### config.mk
export PLATFORM = sky130hd
export DESIGN_NAME = artx_ctx_regs
export DESIGN_NICKNAME = d
export VERILOG_FILES = /design/src/logic/artx_pkg.sv /design/src/logic/artx_ctx_regs.sv
export SDC_FILE = /design/constraint.sdc
export NUM_CORES = 1
export LEC_CHECK = 0
export BUFFER_PORTS_ARGS = -buffer_cell sky130_fd_sc_hd__buf_4
export CORE_UTILIZATION = 25
export CTS_CLUSTER_SIZE = 10
export DETAILED_ROUTE_END_ITERATION = 12
export MAX_ROUTING_LAYER = met4
export PLACE_DENSITY_LB_ADDON = 0.15
export SYNTH_ARGS = -nofsm -noshare
export SYNTH_HDL_FRONTEND = slang
export SYNTH_SLANG_ARGS = --single-unit
export TNS_END_PERCENT = 50
### constraint.sdc
create_clock -name sys_clk -period 4.1 [get_ports sys_clk]
set_clock_uncertainty 0.2 [all_clocks]
set_input_delay 0.615 -clock sys_clk [delete_from_list [all_inputs] [get_ports sys_clk]]
set_output_delay 0.615 -clock sys_clk [all_outputs]
set_load 0.005 [all_outputs]
### src/logic/artx_pkg.sv
package artx_pkg;
    // Register byte offsets inside the memory window
    localparam logic [11:0] OFS_CTRL_SET  = 12'h1A0;
    localparam logic [11:0] OFS_CTRL_CLR  = 12'h1A4;
    localparam logic [11:0] OFS_PROG_PTR  = 12'h1AC;
    // Control register field positions
    localparam int BIT_RUN    = 15;
    localparam int BIT_WAKE   = 12;
    localparam int BIT_DEAD   = 11;
    localparam int BIT_ACTIVE = 10;
    localparam int EVT_HI     = 4;
    localparam int EVT_LO     = 0;
    // Pointer register fields
    localparam int PTR_ADDR_LO = 4;
    localparam int PTR_CNT_HI  = 3;
    localparam logic [3:0]  CNT_INVALID = 4'h0;
    localparam logic [4:0]  EVT_RESET   = 5'h00;
    localparam logic [31:0] PTR_RESET   = 32'h0000_0000;
    // Status codes reported after a last-output command
    typedef enum logic [4:0] {
        EVT_NO_STATUS      = 5'h00,
        EVT_TCODE_ERR      = 5'h02,
        EVT_DESCRIPTOR_RD  = 5'h05,
        EVT_DATA_READ      = 5'h06,
        EVT_MISSING_ACK    = 5'h03,
        EVT_UNDERRUN       = 5'h04,
        EVT_TIMEOUT        = 5'h0A,
        EVT_FLUSHED        = 5'h0F,
        EVT_UNKNOWN        = 5'h0E,
        ACK_COMPLETE       = 5'h11,
        ACK_PENDING        = 5'h12,
        ACK_BUSY_X         = 5'h14,
        ACK_BUSY_A         = 5'h15,
        ACK_BUSY_B         = 5'h16,
        ACK_DATA_ERROR     = 5'h1D,
        ACK_TYPE_ERROR     = 5'h1E
    } artx_evt_t;
    // Context sequencer states
    typedef enum logic [1:0] {
        ST_IDLE  = 2'b00,
        ST_FETCH = 2'b01,
        ST_RUN   = 2'b10,
        ST_HALT  = 2'b11
    } artx_state_t;
endpackage

### src/logic/artx_ctx_regs.sv
`timescale 1ns/10ps
module artx_ctx_regs
(
    input  wire logic                          sys_clk,
    input  wire logic                          reset_n,
    input  wire logic                          soft_reset,
    input  wire logic [11:0]                   reg_addr,
    input  wire logic                          reg_wr,
    input  wire logic                          reg_rd,
    input  wire logic [31:0]                   reg_wdata,
    output logic      [31:0]                   reg_rdata,
    output logic                               fetch_req,
    output logic      [31:0]                   fetch_addr,
    output logic      [3:0]                    fetch_blocks,
    input  wire logic                          fetch_done,
    input  wire logic                          fetch_more,
    input  wire logic                          last_output_done,
    input  wire logic [4:0]                    last_output_code,
    input  wire logic                          fatal_error,
    output logic                               ctx_active,
    output logic                               ctx_dead
);
    import artx_pkg::*;

    ////////////////////////////////////////////////////////////////////////
    // Register storage
    logic        run;
    logic        wake;
    logic        dead;
    logic        active;
    logic [4:0]  evt_code;
    logic [31:0] prog_ptr;
    artx_state_t state;
    artx_state_t next_state;

    ////////////////////////////////////////////////////////////////////////
    // Decode
    function automatic logic hit(input logic [11:0] a, input logic [11:0] o);
        hit = (a == o);
    endfunction

    wire wr_set  = reg_wr && hit(reg_addr, OFS_CTRL_SET);
    wire wr_clr  = reg_wr && hit(reg_addr, OFS_CTRL_CLR);
    wire wr_ptr  = reg_wr && hit(reg_addr, OFS_PROG_PTR);
    wire rd_ctrl = hit(reg_addr, OFS_CTRL_SET)
                || hit(reg_addr, OFS_CTRL_CLR);
    wire rd_ptr  = hit(reg_addr, OFS_PROG_PTR);

    wire set_run  = wr_set && reg_wdata[BIT_RUN];
    wire clr_run  = wr_clr && reg_wdata[BIT_RUN];
    wire set_wake = wr_set && reg_wdata[BIT_WAKE];
    wire clr_wake = wr_clr && reg_wdata[BIT_WAKE];
    wire any_rst  = soft_reset;

    // Control word image; reserved positions stay zero because the word
    // starts cleared and only the named fields are filled in
    logic [31:0] ctrl_word;
    always_comb
    begin
        ctrl_word                = '0;
        ctrl_word[BIT_RUN]       = run;
        ctrl_word[BIT_WAKE]      = wake;
        ctrl_word[BIT_DEAD]      = dead;
        ctrl_word[BIT_ACTIVE]    = active;
        ctrl_word[EVT_HI:EVT_LO] = evt_code;
    end

    wire [3:0] ptr_cnt = prog_ptr[PTR_CNT_HI:0];
    wire       ptr_ok  = (ptr_cnt != CNT_INVALID);
    wire       fetching = (state == ST_FETCH);
    wire       fetch_hit = fetching && fetch_done;

    ////////////////////////////////////////////////////////////////////////
    // Sequencer
    always_comb
    begin
        next_state = state;
        case (state)
            ST_IDLE:
                if (run && !clr_run && ptr_ok)
                    next_state = ST_FETCH;
            ST_FETCH:
                if (!run || clr_run)
                    next_state = ST_IDLE;
                else if (fatal_error)
                    next_state = ST_HALT;
                else if (fetch_done)
                    next_state = fetch_more ? ST_FETCH : ST_RUN;
            ST_RUN:
                if (!run || clr_run)
                    next_state = ST_IDLE;
                else if (fatal_error)
                    next_state = ST_HALT;
                else if (wake || set_wake)
                    next_state = ST_FETCH;
            ST_HALT:
                if (!run || clr_run)
                    next_state = ST_IDLE;
            default:
                next_state = ST_IDLE;
        endcase
        // A soft reset also parks the next state, so fetch_req and
        // ctx_active drop in the same cycle as the state instead of
        // showing one stale cycle of a context that no longer runs
        if (any_rst)
            next_state = ST_IDLE;
    end

    wire next_active = (next_state == ST_FETCH)
                    || (next_state == ST_RUN);

    always_ff @(posedge sys_clk)
    begin
        if (!reset_n || any_rst)
            state <= ST_IDLE;
        else
            state <= next_state;
    end

    ////////////////////////////////////////////////////////////////////////
    // Control bits
    always_ff @(posedge sys_clk)
    begin
        if (!reset_n || any_rst)
        begin
            run    <= 1'b0;
            active <= 1'b0;
        end
        else
        begin
            if (set_run)
                run <= 1'b1;
            else if (clr_run)
                run <= 1'b0;
            active <= next_active;
        end
    end

    // A run clear always drops dead, even in a cycle that has a fatal error
    always_ff @(posedge sys_clk)
    begin
        if (!reset_n || any_rst)
            dead <= 1'b0;
        else if (clr_run)
            dead <= 1'b0;
        else if (next_state == ST_HALT && state != ST_HALT)
            dead <= 1'b1;
    end

    // A write setting wake in the fetch cycle survives, so a late kick
    // is not lost
    always_ff @(posedge sys_clk)
    begin
        if (!reset_n || any_rst)
            wake <= 1'b0;
        else if (set_wake)
            wake <= 1'b1;
        else if (fetch_hit || clr_wake)
            wake <= 1'b0;
    end

    always_ff @(posedge sys_clk)
    begin
        if (!reset_n)
            evt_code <= EVT_RESET;
        else if (last_output_done)
            evt_code <= last_output_code;
    end

    ////////////////////////////////////////////////////////////////////////
    // Program pointer; writes while running are the driver's fault and
    // are still stored, the fetch address is latched at start
    always_ff @(posedge sys_clk)
    begin
        if (!reset_n)
            prog_ptr <= PTR_RESET;
        else if (wr_ptr)
            prog_ptr <= reg_wdata;
    end

    ////////////////////////////////////////////////////////////////////////
    // Outputs
    always_ff @(posedge sys_clk)
    begin
        if (!reset_n)
        begin
            reg_rdata    <= '0;
            fetch_req    <= 1'b0;
            fetch_addr   <= PTR_RESET;
            fetch_blocks <= CNT_INVALID;
            ctx_active   <= 1'b0;
            ctx_dead     <= 1'b0;
        end
        else
        begin
            if (reg_rd)
                reg_rdata <= rd_ctrl ? ctrl_word
                           : rd_ptr ? prog_ptr : '0;
            fetch_req <= (next_state == ST_FETCH);
            // Address and count are latched at start only, so a stray
            // pointer write during a run cannot move the running program
            if (state == ST_IDLE && next_state == ST_FETCH)
            begin
                fetch_addr   <= {prog_ptr[31:PTR_ADDR_LO],
                                 {PTR_ADDR_LO{1'b0}}};
                fetch_blocks <= ptr_cnt;
            end
            ctx_active <= next_active;
            ctx_dead   <= dead;
        end
    end
endmodule

# Word level (Yosys, flattened, before mapping)
# Cells that the tools add are included.
[totals]
regBits = 110
input_bits = 58
output_inout_bits = 71
word_cells = 66
[classes]
eq_ne = 10
n_mux = 17
reduce_logical = 26
[ops]
columns = ["cell", "count"]
rows = [
  ["2-to-1 mux 32 bit", 2],
  ["== test 12 x 9 -> 1 bit, second input constant", 3],
  ["2-to-1 mux 2 bit", 10],
  ["logical AND 1 bit", 12],
  ["== test 2 bit, second input constant", 4],
  ["one-hot mux 2 bit (4 select lines)", 1],
  ["logical OR 1 bit", 6],
  ["== test 2 x 1 -> 1 bit, second input constant", 2],
  ["2-to-1 mux 1 bit", 4],
  ["nonzero test 2 bit", 2],
  ["nonzero test 4 bit", 1],
  ["zero test 1 bit", 3],
  ["zero test 2 bit", 1],
  ["inequality test 2 bit, second input constant", 1],
  ["OR reduction 2 bit", 1],
]

# Logic depth before layout (Yosys ltp)
# Gate-level depths: netlist (run 1).
[logic_depth]
word_depth = 11
ltp_mapped = 7
ltp_nobuf = 5

# Worst setup path after synthesis (run 1)
# No wires, ideal clock.
[synth_timing]
path_kind = "input-to-reg"
from = "input reg_addr[9]"
to = "register active"
arrival_time_ns = 2.308
slack_ns = 1.497
stages = 6
path_buffers = 1
cell_sequence = "or4b_1 -> buf_2 -> o41a_1 -> a311oi_1 -> a41oi_1 -> a221oi_1"
[synth_via]
elab_chain_len = 11
word_cells_on_any_way = 22
classes_between = "eq/ne: 4; mux: 8; reduce/logical: 10"
[synth_lines]
columns = ["item", "line_no", "text"]
rows = [
  ["from (decl)", "artx_ctx_regs.sv:7", "input wire logic [11:0] reg_addr,"],
  ["== test 12 x 9 -> 1 bit", "artx_ctx_regs.sv:39", "hit = (a == o);"],
  ["logical AND 1 bit (on tied branches)", "artx_ctx_regs.sv:42, artx_ctx_regs.sv:43", ""],
  ["logical AND 1 bit (on tied branches)", "artx_ctx_regs.sv:51, artx_ctx_regs.sv:50", ""],
  ["logical OR 1 bit or zero test 1 bit (tied branches)", "artx_ctx_regs.sv:94, artx_ctx_regs.sv:80", ""],
  ["2-to-1 mux 2 bit or logical AND 1 bit (tied branches)", "artx_ctx_regs.sv:94, artx_ctx_regs.sv:80", ""],
  ["2-to-1 mux 2 bit or logical AND 1 bit (tied branches)", "artx_ctx_regs.sv:92, artx_ctx_regs.sv:80", ""],
  ["2-to-1 mux 2 bit (on tied branches)", "artx_ctx_regs.sv:90, artx_ctx_regs.sv:80", ""],
  ["one-hot mux 2 bit (4 select lines) *", "artx_ctx_regs.sv:78", "case (state)"],
  ["2-to-1 mux 2 bit *", "artx_ctx_regs.sv:105", "if (any_rst)"],
  ["== test 2 x 1 -> 1 bit or == test 2 bit (tied branches)", "artx_ctx_regs.sv:109, artx_ctx_regs.sv:110", ""],
  ["logical OR 1 bit *", "artx_ctx_regs.sv:110", "|| (next_state == ST_RUN);"],
  ["to (signal assigned)", "artx_ctx_regs.sv:135", "active <= next_active;"],
  ["to (decl)", "artx_ctx_regs.sv:30", "logic active;"],
]
# Mark *: on every way between the ends. The rest lies on a longest branch, timed or not.
# A chain may end at the register's enable or synchronous reset.

# Final worst setup path (run 1)
[layout_timing]
from = "input reg_addr[9]"
to = "register ctx_active"
[layout_via]
elab_chain_len = 11
word_cells_on_any_way = 22
classes_between = "eq/ne: 4; mux: 8; reduce/logical: 10"
[layout_lines]
columns = ["item", "line_no", "text"]
rows = [
  ["== test 12 x 9 -> 1 bit", "artx_ctx_regs.sv:39", ""],
  ["logical AND 1 bit (on tied branches)", "artx_ctx_regs.sv:42, artx_ctx_regs.sv:43", ""],
  ["logical AND 1 bit (on tied branches)", "artx_ctx_regs.sv:51, artx_ctx_regs.sv:50", ""],
  ["logical OR 1 bit or zero test 1 bit (tied branches)", "artx_ctx_regs.sv:94, artx_ctx_regs.sv:80", ""],
  ["2-to-1 mux 2 bit or logical AND 1 bit (tied branches)", "artx_ctx_regs.sv:94, artx_ctx_regs.sv:80", ""],
  ["2-to-1 mux 2 bit or logical AND 1 bit (tied branches)", "artx_ctx_regs.sv:92, artx_ctx_regs.sv:80", ""],
  ["2-to-1 mux 2 bit (on tied branches)", "artx_ctx_regs.sv:90, artx_ctx_regs.sv:80", ""],
  ["one-hot mux 2 bit (4 select lines) *", "artx_ctx_regs.sv:78", ""],
  ["2-to-1 mux 2 bit *", "artx_ctx_regs.sv:105", ""],
  ["== test 2 x 1 -> 1 bit or == test 2 bit (tied branches)", "artx_ctx_regs.sv:109, artx_ctx_regs.sv:110", ""],
  ["logical OR 1 bit *", "artx_ctx_regs.sv:110", ""],
  ["to (signal assigned)", "artx_ctx_regs.sv:208", "ctx_active <= next_active;"],
  ["to (decl)", "artx_ctx_regs.sv:20", "output logic ctx_active,"],
]
# Marks and branches as above.

==> tab_implementation.tex, run 1 <==
\begin{tabular}{lr}
\hline
Metric & Value \\
\hline
\multicolumn{2}{l}{\textbf{Timing}} \\
\quad Hold Fails Final Rpt & 0 \\
\quad Total negative slack & 0 ps \\
\quad Achievable Freq & 366 MHz \\
\quad Min cycle time layout & 2730 ps \\
\quad Final setup viols & 0 \\
\quad Setup repair after global routing missed its margin & no \\
\quad Number of max-slew violations in the final report & 0 \\
\quad Hold WS & 252 ps \\
\quad Transition at the pin with the smallest max-transition slack & 710 ps \\
\quad Fraction of the cycle the final worst path needs & 66.6\% \\
\quad Tightest slew margin relative to the limit & 52.7\% \\
\multicolumn{2}{l}{\textbf{Floorplan}} \\
\quad Core area & 16800 um\^{}2 \\
\quad Count of pins on the block boundary & 129 \\
\quad Height of the die & 134 um \\
\quad Width of the die & 134 um \\
\quad Starting Density & 25.9\% \\
\quad Standard-cell row count & 47 \\
\quad Area of the die & 18000 um\^{}2 \\
\multicolumn{2}{l}{\textbf{Clocking}} \\
\quad Clock Pin Slew Worst Setup and Hold Paths & 80 ps \\
\quad Post-CTS Repair Setup Buffers & 0 \\
\quad Number of buffers created by CTS & 9 \\
\quad Number of buffers on the longest clock path & 2 \\
\quad Hold buffers post-CTS & 0 \\
\quad H-tree depth & 3 \\
\quad CTS resizes & 0 \\
\quad Clock latency on the worst-skew pair & 350 ps \\
\quad Clk root buf & clkbuf\_16 \\
\quad TritonCTS clock tree & done \\
\quad Clock Sinks & 110 \\
\multicolumn{2}{l}{\textbf{Logic synthesis}} \\
\quad Fraction of registers with async set or reset after synthesis & 0\% \\
\quad Cell with the most instances after synthesis & dfxtp\_1 \\
\quad Flip-flop and latch count after synthesis & 110 \\
\quad Commonest cells post-synth & dfxtp\_1, nand3\_1, nand2\_1, o21ai\_0, clkbuf\_1 \\
\quad Largest area contributor in the netlist & dfxtp\_1 \\
\quad Post-synth EDFFs & 0 \\
\quad Count of different cell masters after synthesis & 39 \\
\quad Area share of the largest cell type after synthesis & 50.5\% \\
\quad Summed instance area of the synthesized netlist & 4360 um\^{}2 \\
\quad Share of the yosys chip area belonging to registers & 50.5\% \\
\quad Synth Area per Inst & 8.61 um\^{}2 \\
\quad Biggest area contributors in the synthesized netlist & dfxtp\_1, nand3\_1, nand2\_1, a21boi\_0, o21ai\_0 \\
\quad Most used flip-flop cell after synthesis & dfxtp\_1 \\
\quad Ys Warns & 0 \\
\quad Cells after Synth & 507 \\
\multicolumn{2}{l}{\textbf{Global route}} \\
\quad Gr ovfl total & 0 \\
\quad Largest net degree at the start of global routing & 76 \\
\quad Global-route wire length before repair & 19.7 mm \\
\quad Number of antenna violations at the first check in global routing & 0 \\
\quad All-Layer GR Usage & 14.6\% \\
\quad Number of global-route vias before repair & 3600 \\
\multicolumn{2}{l}{\textbf{Setup path}} \\
\quad CP Launch Type & primary input \\
\quad Critical path data arrival time & 2750 ps \\
\quad Required time of the worst setup path & 4120 ps \\
\quad Highest-delay cell along the critical path & or4b\_1 \\
\quad Cell chain of the critical path & buf\_4 -> or4b\_1 -> o41a\_1 -> a311oi\_1 -> a41oi\_1 -> a221oi\_1 \\
\quad R2r endpoint & fetch\_addr[30]\$\_SDFFE\_PN0P\_ \\
\quad Crit path kind & primary input to flip-flop \\
\quad Setup slack of the worst register-to-register path & 1990 ps \\
\quad Timing startpoint of the critical path & reg\_addr[9] \\
\quad Depth of the worst register-to-register path & 6 \\
\quad Worst flop-to-flop path startpoint & prog\_ptr[0]\$\_SDFFE\_PN0P\_ \\
\quad Worst setup path endpoint & ctx\_active\$\_SDFF\_PN0\_ \\
\quad Buffers plus inverters on the worst setup path & 1 \\
\quad Critical path peak fanout & 5 \\
\quad Cell family with the largest share of critical-path delay & compound AO/OA/AOI/OAI gates \\
\quad Setup crit end kind & flip-flop \\
\quad WP depth & 6 \\
\quad Slowest stage delay, CP & 630 ps \\
\multicolumn{2}{l}{\textbf{Hold path}} \\
\quad Type of the worst min-delay path & flip-flop to flip-flop \\
\multicolumn{2}{l}{\textbf{Layout}} \\
\quad Total number of nets in the final design & 657 \\
\quad Final Instance Count excl. Fillers & 824 \\
\quad Combined flip-flop and latch cell area & 2200 um\^{}2 \\
\quad Filler cell count & 1814 \\
\quad Area growth from synthesis to layout & 31.4\% \\
\quad Footprint of the multi-input gates & 1960 um\^{}2 \\
\quad Count of antenna diodes in the layout & 0 \\
\quad Fraction of final layout cells sized beyond drive strength 1 & 24.7\% \\
\quad Finished Cell Area & 5730 um\^{}2 \\
\multicolumn{2}{l}{\textbf{Route}} \\
\quad Vias per cell & 4.64 \\
\quad Final wirelength & 12.6 mm \\
\quad Vias after detailed routing & 3823 \\
\quad Final routed DRC violation total & 0 \\
\quad Number of violations reported at the end of detailed-routing iteration 0 & 194 \\
\quad Detail Route Antenna Nets & 0 \\
\quad Average wire per cell in the routed design & 15.2 um \\
\quad Initial DRT Pass Iterations & 4 \\
\multicolumn{2}{l}{\textbf{Placed design}} \\
\quad Cell count after placement & 808 \\
\quad Post-Place Cell Area & 5420 um\^{}2 \\
\quad Detailed placer's ending HPWL & 8.24 mm \\
\quad Number of I/O port buffers & 124 \\
\quad GP Congestion & 0.809 \\
\multicolumn{2}{l}{\textbf{Power and ir drop}} \\
\quad Pwr per Cell Area & 373 nW/um\^{}2 \\
\quad Pleak & 0.00210 uW \\
\quad Max IR drop VDD & 236 uV \\
\multicolumn{2}{l}{\textbf{Job}} \\
\quad Number of maximum-capacitance constraint violations & 0 \\
\multicolumn{2}{l}{\textbf{Status}} \\
\quad Run status & finished, final reports clean \\
\hline
\end{tabular}
stage by stage:
step | setup WS, ps | total power [uW] | util, %
2_1_floorplan | 1500 | 1160 | -
3_3_place_gp | 1030 | 1220 | 32.2
3_5_place_dp | 1010 | 1220 | 32.2
4_1_cts | 1360 | 2170 | 34.1
5_1_grt | 1300 | 2230 | 34.1
6_report | 1370 | 2140 | 34.1
cell usage in the layout (no fill, tap or decap), types with 4 or more instances in the layout:
master | synthesis | routed
o21ai_0 | 40 | 40
nand3_1 | 87 | 87
nor2b_1 | 5 | 5
buf_4 | 4 | 129
a22oi_1 | 9 | 9
nand2_1 | 69 | 69
a21boi_0 | 31 | 31
a21boi_1 | 24 | 24
a21oi_1 | 11 | 11
nor2_1 | 7 | 6
clkbuf_16 | 0 | 9
mux2i_1 | 5 | 5
nand2b_1 | 26 | 26
dfxtp_1 | 110 | 110
conb_1 | 1 | 4
tightest hold or removal path: cells and delay by family (launching register included):
family,cells,cell delay [ps]
AND/OR/NAND/NOR,1,50
AO/OA/AOI/OAI,1,50
flip-flops,1,310
per-layer routing:
metal  share of wire (%)  vias up  global-route usage (%)
li1                    -     1933                       -
met1                  48     1766                    19.2
met2                  45      112                    22.1
met3                 5.4       12                    2.87
met4                 1.8        0                    5.81
met5                   0        -                       -
final cells by class:
cell class	count	area share, %
clock buffers	11	4.06
clock inverters	5	1.46
inverters	2	0.131
multi-input cells	347	34.2
flip-flops and latches	110	38.4
well taps	220	4.80
repair buffers	129	16.9
state kept, by name (all words and copies together) (netlist names), 2 cells and up:
| signal | count |
|---|---|
| fetch_addr | 28 |
| prog_ptr | 32 |
| state | 2 |
| reg_rdata | 32 |
| fetch_blocks | 4 |
| evt_code | 5 |
logic make-up (layout without fill, tap and decap cells):
| family | count (synthesis) | count (layout) | share of synthesized area (%) |
|---|---|---|---|
| other cells | 1 | 4 | 0.0859 |
| buf+inv | 53 | 147 | 5.13 |
| mux | 6 | 6 | 1.40 |
| xor+xnor | 1 | 1 | 0.201 |
| fa+ha+maj | 1 | 1 | 0.229 |
| compound gates | 125 | 125 | 18.7 |
| simple gates | 210 | 210 | 23.8 |
| flops | 110 | 110 | 50.5 |
report_power, final:
part	leakage [uW]	total (uW)	switching, uW	internal [uW]
Sequential	0.000888	1080	4.45	1070
Combinational	0.00106	116	57.2	59.2
Clock	0.000146	943	405	538
Total	0.00210	2140	467	1670
how the worst min path moves through the flow:
stage                                       from                      endpoint  slack (ps)  cells after the start
finish               fetch_addr[31]$_SDFFE_PN0P_   fetch_addr[31]$_SDFFE_PN0P_         250                      2
floorplan            fetch_addr[31]$_SDFFE_PN0P_   fetch_addr[31]$_SDFFE_PN0P_         240                      2
global placement     fetch_addr[31]$_SDFFE_PN0P_   fetch_addr[31]$_SDFFE_PN0P_         240                      2
detailed placement   fetch_addr[31]$_SDFFE_PN0P_   fetch_addr[31]$_SDFFE_PN0P_         250                      2
global route        fetch_blocks[3]$_SDFFE_PN0P_  fetch_blocks[3]$_SDFFE_PN0P_         280                      2
CTS                  fetch_addr[31]$_SDFFE_PN0P_   fetch_addr[31]$_SDFFE_PN0P_         260                      2
(Power assumes the default switching activity.)
==> run 2: changes to the inputs <==
- ABC_AREA: default -> 1
- clock period: 4.1 -> 2.4 ns (I/O delays scaled with it)
==> tab_implementation.tex, run 2 <==
\begin{tabular}{lr}
\hline
Metric & Value \\
\hline
\multicolumn{2}{l}{\textbf{Clocking}} \\
\quad Clock Pin Slew Worst Setup and Hold Paths & 70 ps \\
\quad Clock latency on the worst-skew pair & 340 ps \\
\quad CTS resizes & 0 \\
\quad Number of buffers on the longest clock path & 2 \\
\quad H-tree depth & 3 \\
\quad Post-CTS Repair Setup Buffers & 0 \\
\quad Clock Sinks & 110 \\
\quad Hold buffers post-CTS & 0 \\
\quad Clk root buf & clkbuf\_16 \\
\quad Number of buffers created by CTS & 9 \\
\quad TritonCTS clock tree & done \\
\multicolumn{2}{l}{\textbf{Timing}} \\
\quad Fraction of the cycle the final worst path needs & 82.8\% \\
\quad Total negative slack & 0 ps \\
\quad Achievable Freq & 503 MHz \\
\quad Tightest slew margin relative to the limit & 55.7\% \\
\quad Hold Fails Final Rpt & 0 \\
\quad Setup repair after global routing missed its margin & no \\
\quad Hold WS & 47.4 ps \\
\quad Min cycle time layout & 1990 ps \\
\quad Final setup viols & 0 \\
\quad Number of max-slew violations in the final report & 0 \\
\quad Transition at the pin with the smallest max-transition slack & 664 ps \\
\multicolumn{2}{l}{\textbf{Power and ir drop}} \\
\quad Pleak & 0.00231 uW \\
\quad Pwr per Cell Area & 654 nW/um\^{}2 \\
\quad Max IR drop VDD & 329 uV \\
\multicolumn{2}{l}{\textbf{Layout}} \\
\quad Fraction of final layout cells sized beyond drive strength 1 & 25.4\% \\
\quad Commonest non-fill, non-tap cells in the layout & buf\_4, dfxtp\_1, a21oi\_1, nand2\_1, o21ai\_0 \\
\quad Final Instance Count excl. Fillers & 882 \\
\quad Top Registers & prog\_ptr x32, reg\_rdata x32, fetch\_addr x28 \\
\quad Area growth from synthesis to layout & 33.4\% \\
\quad Leading cell type in the layout, fill and taps excluded & buf\_4 \\
\quad Count of antenna diodes in the layout & 0 \\
\quad Total number of nets in the final design & 716 \\
\multicolumn{2}{l}{\textbf{Floorplan}} \\
\quad Area of the die & 17900 um\^{}2 \\
\quad Core area & 16800 um\^{}2 \\
\quad Height of the die & 134 um \\
\quad Width of the die & 134 um \\
\quad Starting Density & 26.0\% \\
\quad Standard-cell row count & 47 \\
\quad Count of pins on the block boundary & 129 \\
\multicolumn{2}{l}{\textbf{Logic synthesis}} \\
\quad Most used flip-flop cell after synthesis & dfxtp\_1 \\
\quad Area share of the largest cell type after synthesis & 50.6\% \\
\quad Cells after Synth & 551 \\
\quad Ys Warns & 0 \\
\quad Biggest area contributors in the synthesized netlist & dfxtp\_1, a21oi\_1, o21ai\_0, nand2\_1, nand4\_1 \\
\quad Post-synth EDFFs & 0 \\
\quad Fraction of registers with async set or reset after synthesis & 0\% \\
\quad Share of the yosys chip area belonging to registers & 50.6\% \\
\quad Count of different cell masters after synthesis & 25 \\
\quad Flip-flop and latch count after synthesis & 110 \\
\quad Commonest cells post-synth & dfxtp\_1, a21oi\_1, nand2\_1, o21ai\_0, inv\_1 \\
\quad Synth Area per Inst & 7.90 um\^{}2 \\
\quad Largest area contributor in the netlist & dfxtp\_1 \\
\quad Summed instance area of the synthesized netlist & 4350 um\^{}2 \\
\quad Cell with the most instances after synthesis & dfxtp\_1 \\
\multicolumn{2}{l}{\textbf{Setup path}} \\
\quad CP Launch Type & flip-flop \\
\quad Cell chain of the critical path & inv\_1 -> o21ai\_0 -> inv\_1 -> nand3\_1 -> nand2\_1 -> inv\_2 -> nand2\_4 -> nand3\_4 -> nand2\_1 -> a21oi\_1 \\
\quad Highest-delay cell along the critical path & dfxtp\_1 \\
\quad Crit path kind & flip-flop to flip-flop \\
\quad Buffers plus inverters on the worst setup path & 3 \\
\quad Critical path data arrival time & 1980 ps \\
\quad Slowest stage delay, CP & 360 ps \\
\quad Critical path peak fanout & 32 \\
\quad Setup crit end kind & flip-flop \\
\quad Cell family with the largest share of critical-path delay & simple AND/OR/NAND/NOR gates \\
\quad Required time of the worst setup path & 2390 ps \\
\multicolumn{2}{l}{\textbf{Route}} \\
\quad Final wirelength & 13.3 mm \\
\quad Vias per cell & 4.55 \\
\quad Vias after detailed routing & 4014 \\
\quad Initial DRT Pass Iterations & 4 \\
\quad Number of violations reported at the end of detailed-routing iteration 0 & 219 \\
\quad Average wire per cell in the routed design & 15.1 um \\
\quad Final routed DRC violation total & 0 \\
\quad Detail Route Antenna Nets & 0 \\
\multicolumn{2}{l}{\textbf{Global route}} \\
\quad Gr ovfl total & 0 \\
\quad All-Layer GR Usage & 15.9\% \\
\quad Number of global-route vias before repair & 4040 \\
\quad Largest net degree at the start of global routing & 45 \\
\quad Number of antenna violations at the first check in global routing & 0 \\
\quad Global-route wire length before repair & 21.6 mm \\
\multicolumn{2}{l}{\textbf{Status}} \\
\quad Run status & finished, final reports clean \\
\multicolumn{2}{l}{\textbf{Job}} \\
\quad Number of maximum-capacitance constraint violations & 0 \\
\multicolumn{2}{l}{\textbf{Placed design}} \\
\quad GP Congestion & 0.798 \\
\quad Cell count after placement & 867 \\
\quad Detailed placer's ending HPWL & 9.66 mm \\
\quad Number of I/O port buffers & 124 \\
\multicolumn{2}{l}{\textbf{Hold path}} \\
\quad Type of the worst min-delay path & primary input to flip-flop \\
\hline
\end{tabular}
==> run 2: cell type report <==
cell class              instances  area [um^2]
clock buffers                  11          243
fillers                      1837        11000
inverters                      61          229
multi-input cells             341         1720
repair buffers                135         1040
flip-flops and latches        110         2200
clock inverters                 4         95.1
well taps                     220          275
==> run 2: final timing paths <==
path         cells after the start                 from  slack, ps                           to
max                             10  state[1]$_SDFF_PP0_        410  fetch_addr[18]$_SDFFE_PN0P_
min                              3  last_output_code[2]         50     evt_code[2]$_SDFFE_PN0P_
max reg2reg                     10  state[1]$_SDFF_PP0_        410  fetch_addr[18]$_SDFFE_PN0P_
min reg2reg                      2    dead$_SDFFE_PP0P_        230          ctx_dead$_SDFF_PN0_
==> run 2: worst register-to-register path: stages (launching register included) <==
cell,delay (ps)
dfxtp_1,360
inv_1,120
o21ai_0,90
inv_1,60
nand3_1,80
nand2_1,80
inv_2,40
nand2_4,190
nand3_4,360
nand2_1,170
a21oi_1,80
==> run 2: routing by layer <==
metal | vias to the layer above | share of wire [%] | global-route usage [%]
li1 | 2056 | - | -
met1 | 1869 | 49 | 20.8
met2 | 76 | 47 | 24.9
met3 | 13 | 3.2 | 2.31
met4 | 0 | 1.2 | 5.62
met5 | - | 0 | -
==> run 2: kinds of logic (layout without fill, tap and decap cells) <==
family                 count (synthesis)  count (layout)  share of synthesized area (%)
AOI/OAI and AO/OA                    172             172                           21.1
other                                  1               4                         0.0862
DFF                                  110             110                           50.6
and+or+nand+nor                      165             165                           18.0
buffers and inverters                103             211                           10.1
==> run 2: report_power, final <==
group	total [uW]	switching (uW)	internal (uW)
clock	1690	647	1040
combinational	238	117	121
sequential	1870	17.8	1860
==> run 2: stage by stage <==
stage / power, uW / utilization (%) / instance area, um^2 / worst slack (ps)
after floorplan: 2010 / - / 4360 / 676
after global routing: 3960 / 34.6 / 5810 / 232
after global placement: 2160 / 32.6 / 5470 / 73.6
final: 3800 / 34.6 / 5810 / 414
after CTS: 3850 / 34.6 / 5810 / 418
after detailed placement: 2160 / 32.6 / 5470 / 54.1
